[config.mk]
export PLATFORM = sky130hd
export DESIGN_NAME = ipgo_top
export DESIGN_NICKNAME = d
export VERILOG_FILES = /design/src/ipgo_pkg.sv /design/src/ipgo_pin.sv /design/src/ipgo_sync2.sv /design/src/ipgo_top.sv
export SDC_FILE = /design/constraint.sdc
export NUM_CORES = 1
export LEC_CHECK = 0
export BUFFER_PORTS_ARGS = -buffer_cell sky130_fd_sc_hd__buf_2
export CAP_MARGIN = 20
export CORE_MARGIN = 2
export CORE_UTILIZATION = 30
export CTS_BUF_LIST = sky130_fd_sc_hd__clkbuf_4
export DETAILED_ROUTE_END_ITERATION = 12
export PLACE_DENSITY = 0.72
export SLEW_MARGIN = 40
export SYNTH_ARGS = -nofsm -noshare
export SYNTH_HDL_FRONTEND = slang
export SYNTH_SLANG_ARGS = --single-unit
export TNS_END_PERCENT = 1
[constraint.sdc]
create_clock -name core_clk -period 0.9 [get_ports core_clk]
set_input_delay 0.09 -clock core_clk [delete_from_list [all_inputs] [get_ports core_clk]]
set_output_delay 0.09 -clock core_clk [all_outputs]
set_load 0.02 [all_outputs]
[src/ipgo_pkg.sv]
// package for the serial-pin gpio output block: offsets, field positions, reset values
// assumes a plain register port with 32-bit data and byte addresses
//
// Overview of operation
// a pin set as a gpio output is driven with the level of its output value bit.
// writing the output value never changes a pin that is not a gpio output.
// reading the output value returns the stored bits, never the pin levels.
// a direct write to the output value loads both bits at once.
// a one written to the set alias sets that output bit, a zero leaves it alone.
// a one written to the clear alias clears that output bit, a zero leaves it alone.
// software ignores whatever the set and clear aliases return when read.
// upper bits of the three registers read as zero and ignore writes.
// bit 1 is the data line and bit 0 the clock line; 0 drives low and 1 drives high.
// software sets gpio select before expecting the output bits to reach the pins.
// a direction bit of one makes its pin an output, zero an input, only in gpio mode.
// in gpio mode the serial controller sees a constant high on clock and data.
// software holds the serial controller in reset while changing gpio mode.
// module reset clears both output value bits.
package ipgo_pkg;
	localparam int IPGO_AW = 8;
	localparam logic [7:0] IPGO_OFF_FUNC = 8'h4c;
	localparam logic [7:0] IPGO_OFF_DIR = 8'h50;
	localparam logic [7:0] IPGO_OFF_DIN = 8'h54;
	localparam logic [7:0] IPGO_OFF_SET = 8'h58;
	localparam logic [7:0] IPGO_OFF_CLR = 8'h5c;
	localparam logic [7:0] IPGO_OFF_OUT = 8'h60;
	localparam int IPGO_BIT_CLK = 0;
	localparam int IPGO_BIT_DAT = 1;
	localparam int IPGO_BIT_GPIO_SEL = 0;
	localparam logic [1:0] IPGO_OUT_RST = 2'h0;
	localparam logic [1:0] IPGO_DIR_RST = 2'h0;
	localparam logic IPGO_FUNC_RST = 1'b0;
endpackage : ipgo_pkg

[src/ipgo_pin.sv]
// one open pad: mux between serial controller and gpio driver
// assumes the pad resolves level from oe
`timescale 1ns/1ps
`default_nettype none
module ipgo_pin
	import ipgo_pkg::*;
(
	input wire logic gpio_mode,
	input wire logic dir_out,
	input wire logic out_val,
	input wire logic ctl_oe,
	input wire logic pin_sync,
	output logic pin_o,
	output logic pin_oe,
	output logic ctl_in
);
	always_comb begin
		if (gpio_mode) begin
			pin_oe = dir_out;
			pin_o = out_val;
			ctl_in = 1'b1;
		end else begin
			// controller only pulls low; high is released
			pin_oe = ctl_oe;
			pin_o = 1'b0;
			ctl_in = pin_sync;
		end
	end
endmodule : ipgo_pin
`default_nettype wire

[src/ipgo_sync2.sv]
// two-flop synchroniser for one pin level
// assumes the input is asynchronous to core_clk
`timescale 1ns/1ps
`default_nettype none
module ipgo_sync2
	import ipgo_pkg::*;
(
	input wire logic core_clk,
	input wire logic sys_rst,
	input wire logic async_in,
	output logic sync_out
);
	typedef struct packed {
		logic s1;
		logic s2;
	} ipgo_sync_t;
	ipgo_sync_t st, next_st;
	always_comb begin
		next_st.s1 = async_in;
		next_st.s2 = st.s1;
	end
	// idle bus is high, so reset to one
	always_ff @(posedge core_clk or posedge sys_rst) begin
		if (sys_rst) begin
			st <= 2'b11;
		end else begin
			st <= next_st;
		end
	end
	assign sync_out = st.s2;
endmodule : ipgo_sync2
`default_nettype wire

[src/ipgo_top.sv]
// register port and gpio output path for the two serial pins
// assumes single-cycle strobes, read data one cycle after read strobe
`timescale 1ns/1ps
`default_nettype none
module ipgo_top
	import ipgo_pkg::*;
(
	input wire logic core_clk,
	input wire logic sys_rst,
	input wire logic [IPGO_AW-1:0] reg_addr,
	input wire logic [31:0] reg_wdata,
	input wire logic reg_wr,
	input wire logic reg_rd,
	output logic [31:0] reg_rdata,
	input wire logic ctl_scl_oe,
	input wire logic ctl_sda_oe,
	output logic ctl_scl_in,
	output logic ctl_sda_in,
	input wire logic scl_i,
	output logic scl_o,
	output logic scl_oe,
	input wire logic sda_i,
	output logic sda_o,
	output logic sda_oe
);
	typedef struct packed {
		logic [1:0] pin_output_value;
		logic [1:0] pin_direction_register;
		logic pin_gpio_select;
		logic [31:0] rdata;
	} ipgo_state_t;
	ipgo_state_t st, next_st;
	logic scl_s, sda_s;
	logic [1:0] pin_in;

	ipgo_sync2 u_sync_scl (
		.core_clk(core_clk),
		.sys_rst(sys_rst),
		.async_in(scl_i),
		.sync_out(scl_s)
	);
	ipgo_sync2 u_sync_sda (
		.core_clk(core_clk),
		.sys_rst(sys_rst),
		.async_in(sda_i),
		.sync_out(sda_s)
	);
	assign pin_in = {sda_s, scl_s};

	always_comb begin
		next_st = st;
		next_st.rdata = 32'h0000_0000;
		if (reg_wr) begin
			case (reg_addr)
				IPGO_OFF_FUNC: next_st.pin_gpio_select = reg_wdata[IPGO_BIT_GPIO_SEL];
				IPGO_OFF_DIR: next_st.pin_direction_register = reg_wdata[1:0];
				// upper write bits are dropped
				IPGO_OFF_OUT: next_st.pin_output_value = reg_wdata[1:0];
				IPGO_OFF_SET: next_st.pin_output_value = st.pin_output_value | reg_wdata[1:0];
				IPGO_OFF_CLR: next_st.pin_output_value = st.pin_output_value & ~reg_wdata[1:0];
				default: ;
			endcase
		end
		if (reg_rd) begin
			case (reg_addr)
				IPGO_OFF_FUNC: next_st.rdata = {31'h0, st.pin_gpio_select};
				IPGO_OFF_DIR: next_st.rdata = {30'h0, st.pin_direction_register};
				IPGO_OFF_DIN: next_st.rdata = {30'h0, pin_in};
				// stored bits, not pins
				IPGO_OFF_OUT: next_st.rdata = {30'h0, st.pin_output_value};
				// aliases read zero; software must not rely on it
				default: next_st.rdata = 32'h0000_0000;
			endcase
		end
	end

	always_ff @(posedge core_clk or posedge sys_rst) begin
		if (sys_rst) begin
			st.pin_output_value <= IPGO_OUT_RST;
			st.pin_direction_register <= IPGO_DIR_RST;
			st.pin_gpio_select <= IPGO_FUNC_RST;
			st.rdata <= 32'h0000_0000;
		end else begin
			st <= next_st;
		end
	end
	assign reg_rdata = st.rdata;

	// controller reset during mode change is software's duty
	ipgo_pin u_pin_scl (
		.gpio_mode(st.pin_gpio_select),
		.dir_out(st.pin_direction_register[IPGO_BIT_CLK]),
		.out_val(st.pin_output_value[IPGO_BIT_CLK]),
		.ctl_oe(ctl_scl_oe),
		.pin_sync(scl_s),
		.pin_o(scl_o),
		.pin_oe(scl_oe),
		.ctl_in(ctl_scl_in)
	);
	ipgo_pin u_pin_sda (
		.gpio_mode(st.pin_gpio_select),
		.dir_out(st.pin_direction_register[IPGO_BIT_DAT]),
		.out_val(st.pin_output_value[IPGO_BIT_DAT]),
		.ctl_oe(ctl_sda_oe),
		.pin_sync(sda_s),
		.pin_o(sda_o),
		.pin_oe(sda_oe),
		.ctl_in(ctl_sda_in)
	);
endmodule : ipgo_top
`default_nettype wire
Word-level counts from Yosys, hierarchy flattened
Index checks and enable logic that the tools add are counted.

Bits in registers: 41. Latch bits: 0. Memory bits (writable): 0. Bits in read-only memories: 0. Word-level logic and storage cells: 30. Memories kept: 0.

Add/sub/neg operators: 0. Multipliers: 0. Divide/modulo/power cells: 0. Magnitude comparators: 0. Eq/ne operators: 6. Shifts and indexed selects: 0. Multiplexer cells: 9. Bitwise operators: 3. Reductions and logical operators: 4.

Operators by type and width (count): 8-bit by 7-bit equality test with 1-bit output (second input constant) (6); 2-bit case mux with 4 select lines (1); 1-bit two-way mux (6); 2-bit case mux with 3 select lines (1); 2-bit AND reduction (3); 3-bit nonzero test (1); 2-bit bitwise AND (1); 2-bit two-way mux (1); 2-bit inverter (1); 2-bit bitwise OR (1).

Longest topological paths before layout
Word-level depth: 3. Mapped depth: 5.

Hierarchy
Synthesis repeated with hierarchy kept, for this count alone.

Cells, all modules: 92. Area total of the unflattened synthesis: 905.9 µm².

By module, submodules not included: ipgo_top (times used 1, cells each 80, area an instance 735.7 µm²); ipgo_sync2 (times used 2, cells each 3, area an instance 56.3 µm²); ipgo_pin (times used 2, cells each 3, area an instance 28.8 µm²).

Least setup slack after synthesis
OpenSTA, ideal clock, no wires.

Kind: input -> register. Start: input port reg_addr[2]. End: register st[35] in the netlist's numbering. Arrival: 1139 ps. Slack: -360 ps. Stages: 5. Path through: buf_6 or3b_4 nor3b_2 nand3_1 a32o_1.

Word-level cells in the longest chain between the ends: 3.

RTL lines: start: declaration (line ipgo_top.sv:10) `input wire logic [IPGO_AW-1:0] reg_addr,`; 8-bit by 7-bit equality test with 1-bit output (line ipgo_top.sv:54) `case (reg_addr)`; 3-bit nonzero test (no line); 2-bit AND reduction (no line); end signal: assignment (line ipgo_top.sv:84) `st <= next_st;`; end: declaration (line ipgo_top.sv:32) `ipgo_state_t st, next_st;`.

Parallel ways exist; a longest one is shown, timed or not. A chain may end at the register's enable or synchronous reset.

Final worst setup path
Start: register st[32] in the netlist's numbering. End: output port scl_oe.

Word-level cells in the longest chain between the ends: 1.

RTL lines: 1-bit two-way mux (line ipgo_pin.sv:18) `if (gpio_mode) begin`; end: declaration (line ipgo_top.sv:21) `output logic scl_oe,`.

No other way between the ends.

==> metrics.txt <==
# TYPE chip_impl_metric gauge
chip_impl_info{name="clock-root-buffer",value="sky130_fd_sc_hd__clkbuf_4"} 1
chip_impl_metric{name="crit_path_max_fanout",unit=""} 5
chip_impl_metric{name="viasPerCell",unit=""} 4.32
chip_impl_metric{name="clk_pin_slew",unit="ps"} 70
chip_impl_metric{name="overflow",unit=""} 0
chip_impl_info{name="startpoint_type_of_the_worst_setup_path",value="flop"} 1
chip_impl_metric{name="avgRoutedWirePerCell",unit="um"} 11.5
chip_impl_metric{name="number_of_maximum_capacitance_violations",unit=""} 0
chip_impl_metric{name="hpwl",unit="um"} 1420
chip_impl_metric{name="synth-xor-area-share",unit="%"} 0
chip_impl_info{name="worstHoldStart",value="reg_wdata[1]"} 1
chip_impl_info{name="min_to",value="st[34]"} 1
chip_impl_metric{name="grt_util_met2",unit="%"} 19.0
chip_impl_metric{name="p_clk_share",unit="%"} 27.2
chip_impl_metric{name="netlist.area_leader.share",unit="%"} 25.7
chip_impl_metric{name="numClockSinks",unit=""} 11
chip_impl_metric{name="netlist_area",unit="sq um"} 877
chip_impl_metric{name="net-switching-power",unit="uW"} 413
chip_impl_metric{name="synth_area_per_inst",unit="sq um"} 9.97
chip_impl_info{name="final_common_cell",value="sky130_fd_sc_hd__conb_1"} 1
chip_impl_metric{name="met3_usage",unit="%"} 1.79
chip_impl_info{name="startpoint",value="st[32]"} 1
chip_impl_metric{name="route.antenna.remaining_nets",unit=""} 0
chip_impl_info{name="grt_setup_unrepaired",value="true"} 1
chip_impl_metric{name="timing_hold_violations_final",unit=""} 0
chip_impl_metric{name="die_w",unit="um"} 58.1
chip_impl_metric{name="worst_ep_arrival_time",unit="ps"} 1170
chip_impl_metric{name="ys_ff_latch",unit=""} 11
chip_impl_info{name="synth_top_family_by_area",value="buffers and inverters"} 1
chip_impl_metric{name="final_max_slew_viol_count",unit=""} 0
chip_impl_metric{name="sw_frac_of_total",unit="%"} 31.7
chip_impl_info{name="timing_worst_setup_path_type",value="reg -> out"} 1
chip_impl_metric{name="fin_crit",unit="ps"} 1260
chip_impl_metric{name="routed-via-count",unit=""} 683
chip_impl_info{name="r2r_end",value="st[32]"} 1
chip_impl_metric{name="layout-area-overhead-vs-synth",unit="%"} 30.2
chip_impl_metric{name="die_height",unit="um"} 58.1
chip_impl_metric{name="ys_warn_count",unit=""} 0
chip_impl_metric{name="initial_core_utilization",unit="%"} 31.8
chip_impl_info{name="grt_most_used_layer",value="met2"} 1
chip_impl_metric{name="timing.reg2reg.worst_path_depth",unit=""} 2
chip_impl_metric{name="drt-total-wl",unit="um"} 1820
chip_impl_metric{name="cts_buffer_depth",unit=""} 2
chip_impl_metric{name="power",unit="mW"} 1.30
chip_impl_info{name="holdCritPathClass",value="in -> reg"} 1
chip_impl_metric{name="layout_setup_ws",unit="ps"} -355
chip_impl_metric{name="synthesis.instances",unit=""} 88
chip_impl_metric{name="insertion_delay",unit="ps"} 260
chip_impl_metric{name="groute.layer.met1.usage",unit="%"} 13.1
chip_impl_metric{name="antenna_violations_before_repair",unit=""} 0
chip_impl_metric{name="synth_compound_gate_area_share",unit="%"} 6.56
chip_impl_metric{name="power_frac_comb",unit="%"} 29.7
chip_impl_metric{name="gp_routability_congestion",unit=""} 0.829
chip_impl_metric{name="fmax",unit="MHz"} 797
chip_impl_metric{name="synthMuxAreaShare",unit="%"} 8.70
chip_impl_metric{name="ff2ff_setup_slack",unit="ps"} -100
chip_impl_metric{name="yosys.area_share.simple",unit="%"} 25.0
chip_impl_metric{name="fp.coreArea",unit="sq um"} 2760
chip_impl_metric{name="ioPinCount",unit=""} 86
chip_impl_info{name="netlist.top_cell.by_area",value="sky130_fd_sc_hd__buf_4"} 1
chip_impl_info{name="tritoncts",value="yes"} 1
chip_impl_info{name="crit_path_end_kind",value="primary output"} 1
chip_impl_metric{name="placement_rows",unit=""} 19
chip_impl_info{name="final_cell_mix",value="sky130_fd_sc_hd__conb_1 (30), sky130_fd_sc_hd__buf_2 (20), sky130_fd_sc_hd__buf_4 (8), sky130_fd_sc_hd__buf_6 (6), sky130_fd_sc_hd__dfrtp_1 (6)"} 1
chip_impl_metric{name="grt_max_degree",unit=""} 12
chip_impl_info{name="outcome",value="finished, violations left"} 1
chip_impl_metric{name="io_buffers",unit=""} 25
chip_impl_info{name="timing.rr.start",value="st[32]"} 1
chip_impl_metric{name="post_cts.repair.setup_buffers",unit=""} 0
chip_impl_metric{name="nNetsFinal",unit=""} 176
chip_impl_metric{name="drt_drc_violations_left",unit=""} 0
chip_impl_metric{name="hold_path_depth",unit=""} 2
chip_impl_info{name="violations",value="setup timing"} 1
chip_impl_metric{name="antennaDiodeCount",unit=""} 0
chip_impl_metric{name="first_global_vias",unit=""} 644
chip_impl_metric{name="drtPass1Iterations",unit=""} 4
chip_impl_metric{name="static_leakage",unit="nW"} 0.572
chip_impl_metric{name="power_per_cell_area",unit="nW/um^2"} 1140
chip_impl_metric{name="post_synth_fa_ha_maj_area_fraction",unit="%"} 0
chip_impl_metric{name="seqPwrFrac",unit="%"} 43.1
chip_impl_metric{name="fillCellCount",unit=""} 268
chip_impl_metric{name="synth.distinct_cells",unit=""} 30
chip_impl_metric{name="numCtsBuffers",unit=""} 3
chip_impl_info{name="synthTopCellsByArea",value="sky130_fd_sc_hd__buf_4 (26%), sky130_fd_sc_hd__dfrtp_1 (20%), sky130_fd_sc_hd__dfstp_2 (12%), sky130_fd_sc_hd__mux2_1 (3.9%), sky130_fd_sc_hd__nor4b_2 (3.4%)"} 1
chip_impl_metric{name="htree_levels",unit=""} 1
chip_impl_metric{name="internal_power",unit="uW"} 890
chip_impl_metric{name="max-vdd-ir-drop",unit="uV"} 834
chip_impl_metric{name="critical_path_required",unit="ps"} 810
chip_impl_metric{name="gr-usage-all-layers",unit="%"} 10.8
chip_impl_metric{name="synth_sequential_area_ratio",unit="%"} 32.0
chip_impl_metric{name="fin_skew",unit="ps"} 1.16
chip_impl_metric{name="detail_route.iter0.violations",unit=""} 15
chip_impl_metric{name="fp.dieArea",unit="sq um"} 3370
chip_impl_metric{name="holdWs",unit="ps"} 91.4
chip_impl_metric{name="final-setup-viol-count",unit=""} 13
chip_impl_metric{name="final_worst_path_cycle_share",unit="%"} 139
chip_impl_metric{name="drive_gt1_share",unit="%"} 45.7
chip_impl_metric{name="first_pass_grt_wire_length",unit="um"} 2780
[worst max path at each step]
stage / to / cells after the start
CTS: scl_oe / 2
global route: scl_oe / 2
finish: scl_oe / 2
floorplan: st[36] / 3
global placement: st[36] / 4
detailed placement: st[33] / 5
[synthesized netlist by cell type]
cell type / number
sky130_fd_sc_hd__or4_1: 1
sky130_fd_sc_hd__and3b_1: 1
sky130_fd_sc_hd__dfrtp_1: 7
sky130_fd_sc_hd__mux2i_1: 2
sky130_fd_sc_hd__nand2b_1: 2
sky130_fd_sc_hd__a21oi_1: 3
sky130_fd_sc_hd__o211ai_1: 2
sky130_fd_sc_hd__buf_6: 1
sky130_fd_sc_hd__mux2_1: 3
sky130_fd_sc_hd__nand2_1: 3
sky130_fd_sc_hd__dfstp_2: 4
sky130_fd_sc_hd__and2_1: 2
sky130_fd_sc_hd__nor3_2: 1
sky130_fd_sc_hd__nor3_1: 2
sky130_fd_sc_hd__nand4bb_2: 1
sky130_fd_sc_hd__or2b_1: 1
sky130_fd_sc_hd__or2_2: 2
sky130_fd_sc_hd__nor4b_2: 2
sky130_fd_sc_hd__conb_1: 1
sky130_fd_sc_hd__nor4b_1: 1
sky130_fd_sc_hd__nor2b_1: 2
sky130_fd_sc_hd__a22oi_1: 1
sky130_fd_sc_hd__a32o_1: 2
sky130_fd_sc_hd__nor2_1: 2
sky130_fd_sc_hd__nand3_1: 3
sky130_fd_sc_hd__nor3b_2: 2
sky130_fd_sc_hd__mux2_2: 2
sky130_fd_sc_hd__or3b_4: 1
sky130_fd_sc_hd__inv_1: 1
sky130_fd_sc_hd__buf_4: 30
[state kept, by name (all words and copies together) (netlist names)]
name / flops
u_sync_sda.sync_out: 1
u_sync_sda.next_st: 1
st: 5
u_sync_scl.next_st: 1
reg_rdata: 2
u_sync_scl.sync_out: 1
[worst max-delay path: stages (launching register included)]
cell,delay [ps]
sky130_fd_sc_hd__dfrtp_2,450
sky130_fd_sc_hd__mux2_4,320
sky130_fd_sc_hd__buf_6,130
[stage by stage]
stage | instances | util, % | worst slack [ps] | TNS, ps | area, sq um
5_1_grt | 158 | 41.4 | -387 | -3300 | 1140
6_report | 158 | 41.4 | -355 | -2800 | 1140
4_1_cts | 158 | 40.5 | -369 | -2880 | 1120
2_1_floorplan | 117 | - | -312 | -1700 | 990
3_3_place_gp | 151 | 35.6 | -452 | -3320 | 981
3_5_place_dp | 151 | 35.6 | -483 | -3520 | 981
[repair_timing]
item	in CTS	in global routing
setup endpoints to repair	13	14
endpoints found under the hold margin	9	0
pin swaps	2	2
hold buffers	3	0
resized for setup	20	5
[cells by family (layout without fill, tap and decap cells)]
kind of cell,Yosys count,in the layout
buffers and inverters,32,42
AND/OR/NAND/NOR,29,29
flip-flops,11,11
AO/OA/AOI/OAI,8,8
multiplexers,7,7
other,1,30
[power groups by stage]
stage / combinational (mW) / clock, mW / sequential [mW]
final: 0.387 / 0.355 / 0.561
after global routing: 0.418 / 0.396 / 0.566
after CTS: 0.373 / 0.375 / 0.561
after detailed placement: 0.329 / 0 / 0.566
after global placement: 0.322 / 0 / 0.566
after floorplan: 0.332 / 0 / 0.558
[metal layers]
layer | wire (um) | vias up | part of all wire (%)
met5 | 0 | - | 0
met1 | 783 | 317 | 43
met4 | 0 | 0 | 0
met2 | 858 | 45 | 47
met3 | 182 | 0 | 10
li1 | - | 321 | -
[cell type report]
| cell class | instances | area (sq um) | area share [%] |
|---|---|---|---|
| clock buffers | 4 | 30.0 | 2.63 |
| inverters | 1 | 3.75 | 0.329 |
| multi-input cells | 74 | 531 | 46.4 |
| flip-flops and latches | 11 | 282 | 24.6 |
| well taps | 31 | 38.8 | 3.40 |
| repair buffers | 37 | 258 | 22.6 |
Power figures use the tool's default switching activity.
